===== src/hdl/mcis_pkg.sv =====
// constants for the monitor configuration and interrupt status block
package mcis_pkg;

    // register offsets
    localparam logic [7:0] CFG_ADDR   = 8'h00;
    localparam logic [7:0] VSTAT_ADDR = 8'h01;
    localparam logic [7:0] TSTAT_ADDR = 8'h02;
    localparam logic [7:0] VMASK_ADDR = 8'h03;
    localparam logic [7:0] TMASK_ADDR = 8'h04;

    // reset values
    localparam logic [7:0] CFG_RST   = 8'h08;
    localparam logic [7:0] VSTAT_RST = 8'h00;
    localparam logic [7:0] TSTAT_RST = 8'h00;
    localparam logic [7:0] VMASK_RST = 8'h00;
    localparam logic [7:0] TMASK_RST = 8'h00;
    localparam logic [7:0] UNMAPPED_RDATA = 8'h00;

    // configuration bit positions
    localparam int CFG_START    = 0;
    localparam int CFG_INT_EN   = 1;
    localparam int CFG_INT_POL  = 2;
    localparam int CFG_SUPPRESS = 3;
    localparam int CFG_RSTPULSE = 4;
    localparam int CFG_CHCLEAR  = 5;
    localparam int CFG_GPDRIVE  = 6;
    localparam int CFG_SOFTDEF  = 7;

    // thermal/fan status bit positions, and the voltage status external-interrupt bit
    localparam int TS_HOT      = 0;
    localparam int TS_BOARD    = 1;
    localparam int TS_TACH1    = 2;
    localparam int TS_TACH2    = 3;
    localparam int TS_INTRUDE  = 4;
    localparam int TS_OVERTEMP = 5;
    localparam int VS_EXTINT   = 7;

    // mask 2 mode-select positions and implemented status bits
    localparam int TM_HOT_MODE = 6;
    localparam int TM_OT_MODE  = 7;
    localparam logic [7:0] TSTAT_USED = 8'h3F;

    // timing
    localparam int CLK_HZ       = 20_000_000;
    localparam int PULSE_MS     = 10;
    localparam int PULSE_CYCLES = (CLK_HZ / 1000) * PULSE_MS;
    localparam int CNT_W        = 18;

endpackage


===== src/hdl/mcis_sync.sv =====
// three-stage pin synchroniser with agreement of the last two stages
`timescale 1ns/1ps
`default_nettype none
module mcis_sync #(
    parameter logic RST_VAL = 1'b0
) (
    // clock and reset
    input  wire logic clock_i,
    input  wire logic resetn_i,
    // pin and clean level
    input  wire logic pin_i,
    output logic      level_o
);

    logic [2:0] stage_reg;
    logic [2:0] stage_next;
    logic       level_reg;
    logic       level_next;

    always_comb begin
        stage_next = {stage_reg[1:0], pin_i};
        level_next = level_reg;
        if (stage_reg[2] == stage_reg[1]) begin
            level_next = stage_reg[2];
        end
    end

    always_ff @(posedge clock_i) begin
        if (!resetn_i) begin
            stage_reg <= {3{RST_VAL}};
            level_reg <= RST_VAL;
        end else begin
            stage_reg <= stage_next;
            level_reg <= level_next;
        end
    end

    assign level_o = level_reg;

endmodule
`default_nettype wire


===== src/hdl/mcis_top.sv =====
// configuration, event status, masks and interrupt pin of the monitor
// Notes on behaviour
// start bit one runs monitoring, zero shuts down
// clearing start keeps interrupt pin asserted
// host loads limits before setting start
// interrupt pin works only when enabled
// polarity bit: high open-source or low open-drain
// suppress bit releases pin, halts monitoring
// reset bit gives 10 ms low pulse
// chassis clear clears intrusion latch, 10 ms
// drive bit pulls general pin low
// soft defaults bit restores defaults, self-clears
// configuration resets to 08h
// voltage channel out of limits sets status
// low on external interrupt input sets bit7
// hot temperature bit, mode from mask2 bit6
// board temperature alert sets status bit1
// tach limits set status bits 2, 3
// intrusion gone high sets status bit4
// overtemp bit, mode from mask2 bit7
// mask1 bit one excludes status bit
// reading a status register clears it
// mask2 masks thermal status bits 0-5
// default mode sets each conversion while hot
// pin active: enabled, unsuppressed, unmasked bit set
// status2 bits 6, 7 read zero
`timescale 1ns/1ps
`default_nettype none
module mcis_top #(
    parameter int PULSE_CYCLES = mcis_pkg::PULSE_CYCLES
) (
    // clock and reset
    input  wire logic       clock_i,
    input  wire logic       resetn_i,
    // register port behind the serial interface
    input  wire logic [7:0] reg_addr_i,
    input  wire logic       reg_wr_i,
    input  wire logic       reg_rd_i,
    input  wire logic [7:0] reg_wdata_i,
    output logic      [7:0] reg_rdata_o,
    // fan divisor / reset-output enables from register 05h
    input  wire logic       rst_out_en_i,
    input  wire logic       overtemp_alert_en_i,
    // events from the monitoring loop, same clock
    input  wire logic       conversion_done_i,
    input  wire logic [6:0] voltage_ch_evt_i,
    input  wire logic       tach_one_evt_i,
    input  wire logic       tach_two_evt_i,
    input  wire logic       hot_temp_over_i,
    input  wire logic       overtemp_over_i,
    // asynchronous pins
    input  wire logic       ext_int_n_i,
    input  wire logic       board_temp_alert_input_n_i,
    input  wire logic       intrusion_input_i,
    // monitoring control
    output logic            monitor_run_o,
    output logic            soft_defaults_o,
    output logic            intrusion_latched_o,
    // interrupt pin
    output logic            int_o,
    output logic            int_oe_o,
    // general drive pin, open drain
    output logic            general_drive_pin_o,
    output logic            general_drive_pin_oe_o,
    // reset output pin, open drain
    output logic            rst_out_o,
    output logic            rst_out_oe_o
);

    localparam logic [mcis_pkg::CNT_W-1:0] PULSE_LAST =
        (mcis_pkg::CNT_W)'(PULSE_CYCLES - 1);

    logic ext_int_n;
    logic board_alert_n;
    logic intrusion;

    mcis_sync #(.RST_VAL(1'b1)) u_sync_ext (
        .clock_i  (clock_i),
        .resetn_i (resetn_i),
        .pin_i    (ext_int_n_i),
        .level_o  (ext_int_n)
    );

    mcis_sync #(.RST_VAL(1'b1)) u_sync_board (
        .clock_i  (clock_i),
        .resetn_i (resetn_i),
        .pin_i    (board_temp_alert_input_n_i),
        .level_o  (board_alert_n)
    );

    mcis_sync #(.RST_VAL(1'b0)) u_sync_intrude (
        .clock_i  (clock_i),
        .resetn_i (resetn_i),
        .pin_i    (intrusion_input_i),
        .level_o  (intrusion)
    );

    // register state
    logic [7:0]                cfg_reg,      cfg_next;
    logic [7:0]                vstat_reg,    vstat_next;
    logic [7:0]                tstat_reg,    tstat_next;
    logic [7:0]                vmask_reg,    vmask_next;
    logic [7:0]                tmask_reg,    tmask_next;
    logic [7:0]                rdata_reg,    rdata_next;
    // timers and event memory
    logic [mcis_pkg::CNT_W-1:0] rst_cnt_reg, rst_cnt_next;
    logic [mcis_pkg::CNT_W-1:0] clr_cnt_reg, clr_cnt_next;
    logic                      rst_act_reg,  rst_act_next;
    logic                      latch_reg,    latch_next;
    logic                      hot_armed_reg, hot_armed_next;
    logic                      ot_armed_reg,  ot_armed_next;
    logic                      soft_reg,     soft_next;
    logic                      int_act_reg,  int_act_next;

    logic                      running;
    logic                      wr_cfg;
    logic [7:0]                vset;
    logic [7:0]                tset;
    logic                      pending;

    always_comb begin
        running = cfg_reg[mcis_pkg::CFG_START] & ~cfg_reg[mcis_pkg::CFG_SUPPRESS];
        wr_cfg  = reg_wr_i && (reg_addr_i == mcis_pkg::CFG_ADDR);

        cfg_next      = cfg_reg;
        vstat_next    = vstat_reg;
        tstat_next    = tstat_reg;
        vmask_next    = vmask_reg;
        tmask_next    = tmask_reg;
        rdata_next    = rdata_reg;
        rst_cnt_next  = rst_cnt_reg;
        clr_cnt_next  = clr_cnt_reg;
        rst_act_next  = rst_act_reg;
        latch_next    = latch_reg;
        hot_armed_next = hot_armed_reg;
        ot_armed_next  = ot_armed_reg;
        soft_next     = 1'b0;
        vset          = 8'h00;
        tset          = 8'h00;

        // chassis clear empties the latch; a live intrusion wins
        if (cfg_reg[mcis_pkg::CFG_CHCLEAR]) begin
            latch_next = 1'b0;
        end
        if (intrusion) begin
            latch_next = 1'b1;
        end

        // monitoring-loop events only while running
        if (running) begin
            vset[6:0] = voltage_ch_evt_i;
            tset[mcis_pkg::TS_TACH1] = tach_one_evt_i;
            tset[mcis_pkg::TS_TACH2] = tach_two_evt_i;
            if (conversion_done_i) begin
                if (!hot_temp_over_i) begin
                    hot_armed_next = 1'b1;
                end else if (!tmask_reg[mcis_pkg::TM_HOT_MODE] || hot_armed_reg) begin
                    tset[mcis_pkg::TS_HOT] = 1'b1;
                    hot_armed_next = 1'b0;
                end
                if (!overtemp_over_i) begin
                    ot_armed_next = 1'b1;
                end else if (!tmask_reg[mcis_pkg::TM_OT_MODE] || ot_armed_reg) begin
                    tset[mcis_pkg::TS_OVERTEMP] = 1'b1;
                    ot_armed_next = 1'b0;
                end
            end
        end
        vset[mcis_pkg::VS_EXTINT]   = ~ext_int_n;
        tset[mcis_pkg::TS_BOARD]    = ~board_alert_n;
        tset[mcis_pkg::TS_INTRUDE]  = latch_next & ~latch_reg;

        // register reads; status clears on read, new events win
        if (reg_rd_i) begin
            case (reg_addr_i)
                mcis_pkg::CFG_ADDR: begin
                    rdata_next = cfg_reg;
                end
                mcis_pkg::VSTAT_ADDR: begin
                    rdata_next = vstat_reg;
                    vstat_next = 8'h00;
                end
                mcis_pkg::TSTAT_ADDR: begin
                    rdata_next = tstat_reg & mcis_pkg::TSTAT_USED;
                    tstat_next = 8'h00;
                end
                mcis_pkg::VMASK_ADDR: begin
                    rdata_next = vmask_reg;
                end
                mcis_pkg::TMASK_ADDR: begin
                    rdata_next = tmask_reg;
                end
                default: begin
                    rdata_next = mcis_pkg::UNMAPPED_RDATA;
                end
            endcase
        end
        vstat_next = vstat_next | vset;
        tstat_next = (tstat_next | tset) & mcis_pkg::TSTAT_USED;

        // register writes
        if (reg_wr_i) begin
            case (reg_addr_i)
                mcis_pkg::CFG_ADDR: begin
                    cfg_next = reg_wdata_i;
                end
                mcis_pkg::VMASK_ADDR: begin
                    vmask_next = reg_wdata_i;
                end
                mcis_pkg::TMASK_ADDR: begin
                    tmask_next = reg_wdata_i;
                end
                default: begin
                    cfg_next = cfg_reg;
                end
            endcase
        end

        // reset pulse: starts on a written one only with rst_out_en_i set and overtemp_alert_en_i clear, bit clears when pulse ends
        if (wr_cfg && reg_wdata_i[mcis_pkg::CFG_RSTPULSE] && !rst_act_reg) begin
            if (rst_out_en_i && !overtemp_alert_en_i) begin
                rst_act_next = 1'b1;
                rst_cnt_next = '0;
            end else begin
                cfg_next[mcis_pkg::CFG_RSTPULSE] = 1'b0;
            end
        end else if (rst_act_reg) begin
            cfg_next[mcis_pkg::CFG_RSTPULSE] = 1'b1;
            if (rst_cnt_reg == PULSE_LAST) begin
                rst_act_next = 1'b0;
                cfg_next[mcis_pkg::CFG_RSTPULSE] = 1'b0;
            end else begin
                rst_cnt_next = rst_cnt_reg + 1'b1;
            end
        end

        // chassis clear self-clears after its interval
        if (wr_cfg && reg_wdata_i[mcis_pkg::CFG_CHCLEAR] && !cfg_reg[mcis_pkg::CFG_CHCLEAR]) begin
            clr_cnt_next = '0;
        end else if (cfg_reg[mcis_pkg::CFG_CHCLEAR]) begin
            if (clr_cnt_reg == PULSE_LAST) begin
                cfg_next[mcis_pkg::CFG_CHCLEAR] = 1'b0;
            end else begin
                clr_cnt_next = clr_cnt_reg + 1'b1;
            end
        end

        // soft defaults: whole register set back to reset values
        if (wr_cfg && reg_wdata_i[mcis_pkg::CFG_SOFTDEF]) begin
            soft_next      = 1'b1;
            cfg_next       = mcis_pkg::CFG_RST;
            vstat_next     = mcis_pkg::VSTAT_RST;
            tstat_next     = mcis_pkg::TSTAT_RST;
            vmask_next     = mcis_pkg::VMASK_RST;
            tmask_next     = mcis_pkg::TMASK_RST;
            rst_act_next   = 1'b0;
            rst_cnt_next   = '0;
            clr_cnt_next   = '0;
            hot_armed_next = 1'b1;
            ot_armed_next  = 1'b1;
        end
        cfg_next[mcis_pkg::CFG_SOFTDEF] = 1'b0;

        // pin follows unmasked status; start bit plays no part
        pending = |(vstat_next & ~vmask_next) |
                  |(tstat_next & ~tmask_next & mcis_pkg::TSTAT_USED);
        int_act_next = cfg_next[mcis_pkg::CFG_INT_EN] &
                       ~cfg_next[mcis_pkg::CFG_SUPPRESS] & pending;
    end

    always_ff @(posedge clock_i) begin
        if (!resetn_i) begin
            cfg_reg       <= mcis_pkg::CFG_RST;
            vstat_reg     <= mcis_pkg::VSTAT_RST;
            tstat_reg     <= mcis_pkg::TSTAT_RST;
            vmask_reg     <= mcis_pkg::VMASK_RST;
            tmask_reg     <= mcis_pkg::TMASK_RST;
            rdata_reg     <= 8'h00;
            rst_cnt_reg   <= '0;
            clr_cnt_reg   <= '0;
            rst_act_reg   <= 1'b0;
            latch_reg     <= 1'b0;
            hot_armed_reg <= 1'b1;
            ot_armed_reg  <= 1'b1;
            soft_reg      <= 1'b0;
            int_act_reg   <= 1'b0;
        end else begin
            cfg_reg       <= cfg_next;
            vstat_reg     <= vstat_next;
            tstat_reg     <= tstat_next;
            vmask_reg     <= vmask_next;
            tmask_reg     <= tmask_next;
            rdata_reg     <= rdata_next;
            rst_cnt_reg   <= rst_cnt_next;
            clr_cnt_reg   <= clr_cnt_next;
            rst_act_reg   <= rst_act_next;
            latch_reg     <= latch_next;
            hot_armed_reg <= hot_armed_next;
            ot_armed_reg  <= ot_armed_next;
            soft_reg      <= soft_next;
            int_act_reg   <= int_act_next;
        end
    end

    // outputs
    assign reg_rdata_o            = rdata_reg;
    assign monitor_run_o          = cfg_reg[mcis_pkg::CFG_START] &
                                    ~cfg_reg[mcis_pkg::CFG_SUPPRESS];
    assign soft_defaults_o        = soft_reg;
    assign intrusion_latched_o    = latch_reg;
    assign int_o                  = cfg_reg[mcis_pkg::CFG_INT_POL];
    assign int_oe_o               = int_act_reg;
    assign general_drive_pin_o    = 1'b0;
    assign general_drive_pin_oe_o = cfg_reg[mcis_pkg::CFG_GPDRIVE];
    assign rst_out_o              = 1'b0;
    assign rst_out_oe_o           = rst_act_reg;

endmodule
`default_nettype wire


===== config.mk =====
export PLATFORM = sky130hd
export DESIGN_NAME = mcis_top
export DESIGN_NICKNAME = d
export VERILOG_FILES = /design/src/hdl/mcis_pkg.sv /design/src/hdl/mcis_sync.sv /design/src/hdl/mcis_top.sv
export SDC_FILE = /design/constraint.sdc
export NUM_CORES = 1
export LEC_CHECK = 0
export ABC_AREA = 1
export BUFFER_PORTS_ARGS = -buffer_cell sky130_fd_sc_hd__buf_2
export CAP_MARGIN = 25
export CORE_UTILIZATION = 35
export DETAILED_ROUTE_END_ITERATION = 10
export GPL_TIMING_DRIVEN = 0
export PLACE_DENSITY = 0.55
export SLEW_MARGIN = 20
export SYNTH_ARGS = -nofsm -noshare
export SYNTH_HDL_FRONTEND = slang
export SYNTH_SLANG_ARGS = --single-unit

===== constraint.sdc =====
create_clock -name clock_i -period 1.8 [get_ports clock_i]
set_input_delay 0.18 -clock clock_i [delete_from_list [all_inputs] [get_ports clock_i]]
set_output_delay 0.18 -clock clock_i [all_outputs]
set_load 0.01 [all_outputs]

==> impl_metrics.tcl <==
set metrics [dict create \
    outcome "completed" \
    cp_common_cell "nand2_1" \
    utilization 0.4251 \
    yosysUniqueCellTypes 37 \
    ys_top_cells_by_area "dfxtp_1 40%, nand2_1 13%, a21oi_1 6.4%, nand3_1 6.1%, nor2_1 5.7%" \
    syn_avg_cell_area_um2 7.015 \
    yosysTopAreaCell "dfxtp_1" \
    grt_pass1_vias 4431 \
    start_util 0.3582 \
    final_cell_mix "168 x nand2_1, 97 x dfxtp_1, 74 x nor2_1" \
    syn_to_final_growth_pct 18.70 \
    synthCells 706 \
    fin_nets 814 \
    ir_drop_mv 0.4436 \
    gr-usage-met3 0.04605 \
    critPathArrivalTime_ps 1970 \
    cts_tree "yes" \
    ant_nets 0 \
    routed_wl_mm 13.08 \
    critPathMaxFanout 10 \
    drtIter0Drc 350 \
    relSlewSlack 0.5620 \
    fp.dieH_um 121.0 \
    num_antenna_cells 0 \
    setup_viol 0 \
    layout_commonest_cell "nand2_1" \
    p_switching_mw 1.008 \
    synth_top_area_share 0.4002 \
    worst-path-buf-inv 2 \
    ys_async_sr_fraction 0 \
    dpl.hpwl_mm 9.937 \
    timing.final.crit_period_ps 1696 \
    fin_area_um2 5878 \
    seqPwrFrac 0.497 \
    yosys_warnings 0 \
    p_leak_nw 2.377 \
    dp.cells 937 \
    use_met2 0.3025 \
    drcViolationCount 0 \
    clock_path_buffers 2 \
    skew_ps 6.505 \
    seq_area_frac_synth 0.4002 \
    worstMarginPinSlew_ps 657.0 \
    clock-sinks 99 \
    use_met1 0.2512 \
    p_per_area_nw_per_um2 755.5 \
    vias 4714 \
    cts_made_buffers 9 \
    grt_max_degree 17 \
    design.core.area_um2 13830 \
    synth_edf_count 0 \
    firstDrtPassIters 5 \
    start_kind "flop" \
    hp-class "in -> reg" \
    hold_viol 0 \
    cp_slowest_stage_delay_ps 380 \
    clkLatencyLatePin_ps 360 \
    grt.total_usage 0.1907 \
    pre_cts_slack_ps -207.1 \
    drive_above_1_share 0.1731 \
    root_buffer "clkbuf_16" \
    place_area_um2 5431 \
    switching_share 0.2271 \
    gp_congestion 0.9030 \
    slew_viol_final 0 \
    viasPerCell 4.910 \
    power.internal_mw 3.433 \
    cap_violations 0 \
    ys_seq_elements 99 \
    io_pins 54 \
    port_buffers 50 \
    avgRoutedWirePerCell_um 13.63 \
    power_mw 4.441 \
    syn-cell-area_um2 4952 \
    crit_path_cell_trace "ha_4 > nand3_4 > nor2_4 > nand4_1 > nand2_1 > nand2_2 > inv_2 > buf_6 > nand2_1 > a21oi_1" \
    fin_crit_sh 0.9423 \
    path_delay_family "simple AND/OR/NAND/NOR gates" \
    gr-total-overflow 0 \
    cp.required_ps 2080 \
    rows 43 \
    setup.worst_path.end_class "flop" \
    busiest_layer "met2" \
    grt_pass1_wl_mm 21.61 \
    final_cells 960 \
    worst_path_max_delay_cell "dfxtp_2" \
    ys.flop_type "dfxtp_1" \
    antenna_found_initial 0 \
    path_class "reg -> reg" \
    fillers 1464 \
    die_area_um2 14630 \
    fp.dieW_um 121.0 \
    path_clk_slew_ps 70 \
    cts_htree_levels 3 \
    fmax_mhz 589.6 \
    setup_slack_ps 103.8 \
    clkPwrFrac 0.457 \
    p_comb_frac 0.045 \
]
-- metrics by stage --
step / TNS (ps) / hold slack, ps
floorplan: 0 / 277.6
global placement: -1988 / 359.2
detailed placement: -2659 / 367.1
CTS: -11.43 / 86.01
global route: -11.18 / 95.72
finish: 0 / 96.46
-- synthesized netlist by cell type, types with 8 or more instances --
cell type	number
xnor2_1	10
inv_1	74
nor3_1	19
nand3_2	8
xor2_1	10
clkbuf_1	8
o21ai_0	31
nand4_1	12
nand3_1	60
nor2_1	75
a21oi_1	63
dfxtp_1	99
nand2_1	169
-- power by group through the flow --
stage / clock network (mW) / registers (mW) / logic (mW)
2_1_floorplan: 0 / 2.26 / 0.0987
3_3_place_gp: 0 / 2.26 / 0.193
3_5_place_dp: 0 / 2.26 / 0.195
4_1_cts: 2.09 / 2.21 / 0.201
5_1_grt: 2.20 / 2.21 / 0.223
6_report: 2.03 / 2.21 / 0.201
-- cell type report --
class / instances / area, µm² / share of cell area
Clock buffer: 11 / 252.7 / 0.04300
Timing Repair Buffer: 57 / 310.3 / 0.05279
Clock inverter: 5 / 60.06 / 0.01022
Inverter: 79 / 299.0 / 0.05087
Buffer: 24 / 175.2 / 0.02980
Multi-Input combinational cell: 505 / 2569 / 0.4370
Tap cell: 180 / 225.2 / 0.03831
Sequential cell: 99 / 1987 / 0.3380
-- routing by layer --
layer / share of wire / vias up / routed length, µm
met2: 0.46 / 84 / 6018
met1: 0.47 / 2186 / 6179
met4: 0.015 / 0 / 197
met3: 0.053 / 18 / 690
met5: 0 / - / 0
li1: - / 2426 / -
-- worst reg2reg max path, delay by kind of cell (launching register included) --
family                     cells  cell delay [ps]
adders and majority gates      1              170
buffers and inverters          2              250
and+or+nand+nor                6              660
DFF                            1              380
AOI/OAI and AO/OA              1              150
-- logic make-up (layout without fill, tap and decap cells) --
| family | after synthesis | after routing | synth area share |
|---|---|---|---|
| and+or+nand+nor | 376 | 376 | 0.3507 |
| adders and majority gates | 2 | 2 | 0.005052 |
| buffers and inverters | 103 | 176 | 0.09399 |
| DFF | 99 | 99 | 0.4002 |
| other | 1 | 2 | 0.0007572 |
| AOI/OAI and AO/OA | 105 | 105 | 0.1139 |
| xor gates and xnor gates | 20 | 20 | 0.03537 |
-- timing repair --
action | CTS | global route
cloned | 0 | 0
gates resized for setup | 8 | 13
setup endpoints to repair | 22 | 33
hold buffers | 3 | 0
pin swaps | 0 | 1
buffers inserted | 0 | 4
hold endpoints to repair | 3 | 0
-- path summary, 6_finish.rpt --
| check | startpoint | endpoint | slack (ps) | depth (start not counted) |
|---|---|---|---|---|
| max | rst_cnt_reg[1]$_SDFFE_PP0P_ | rst_cnt_reg[9]$_SDFFE_PP0P_ | 100 | 10 |
| min | tach_two_evt_i | tstat_reg[3]$_SDFF_PN0_ | 100 | 3 |
| max reg2reg | rst_cnt_reg[1]$_SDFFE_PP0P_ | rst_cnt_reg[9]$_SDFFE_PP0P_ | 100 | 10 |
| min reg2reg | u_sync_board.stage_reg[0]$_SDFF_PN1_ | u_sync_board.stage_reg[1]$_SDFF_PN1_ | 410 | 1 |
Power figures use the tool's default switching activity.
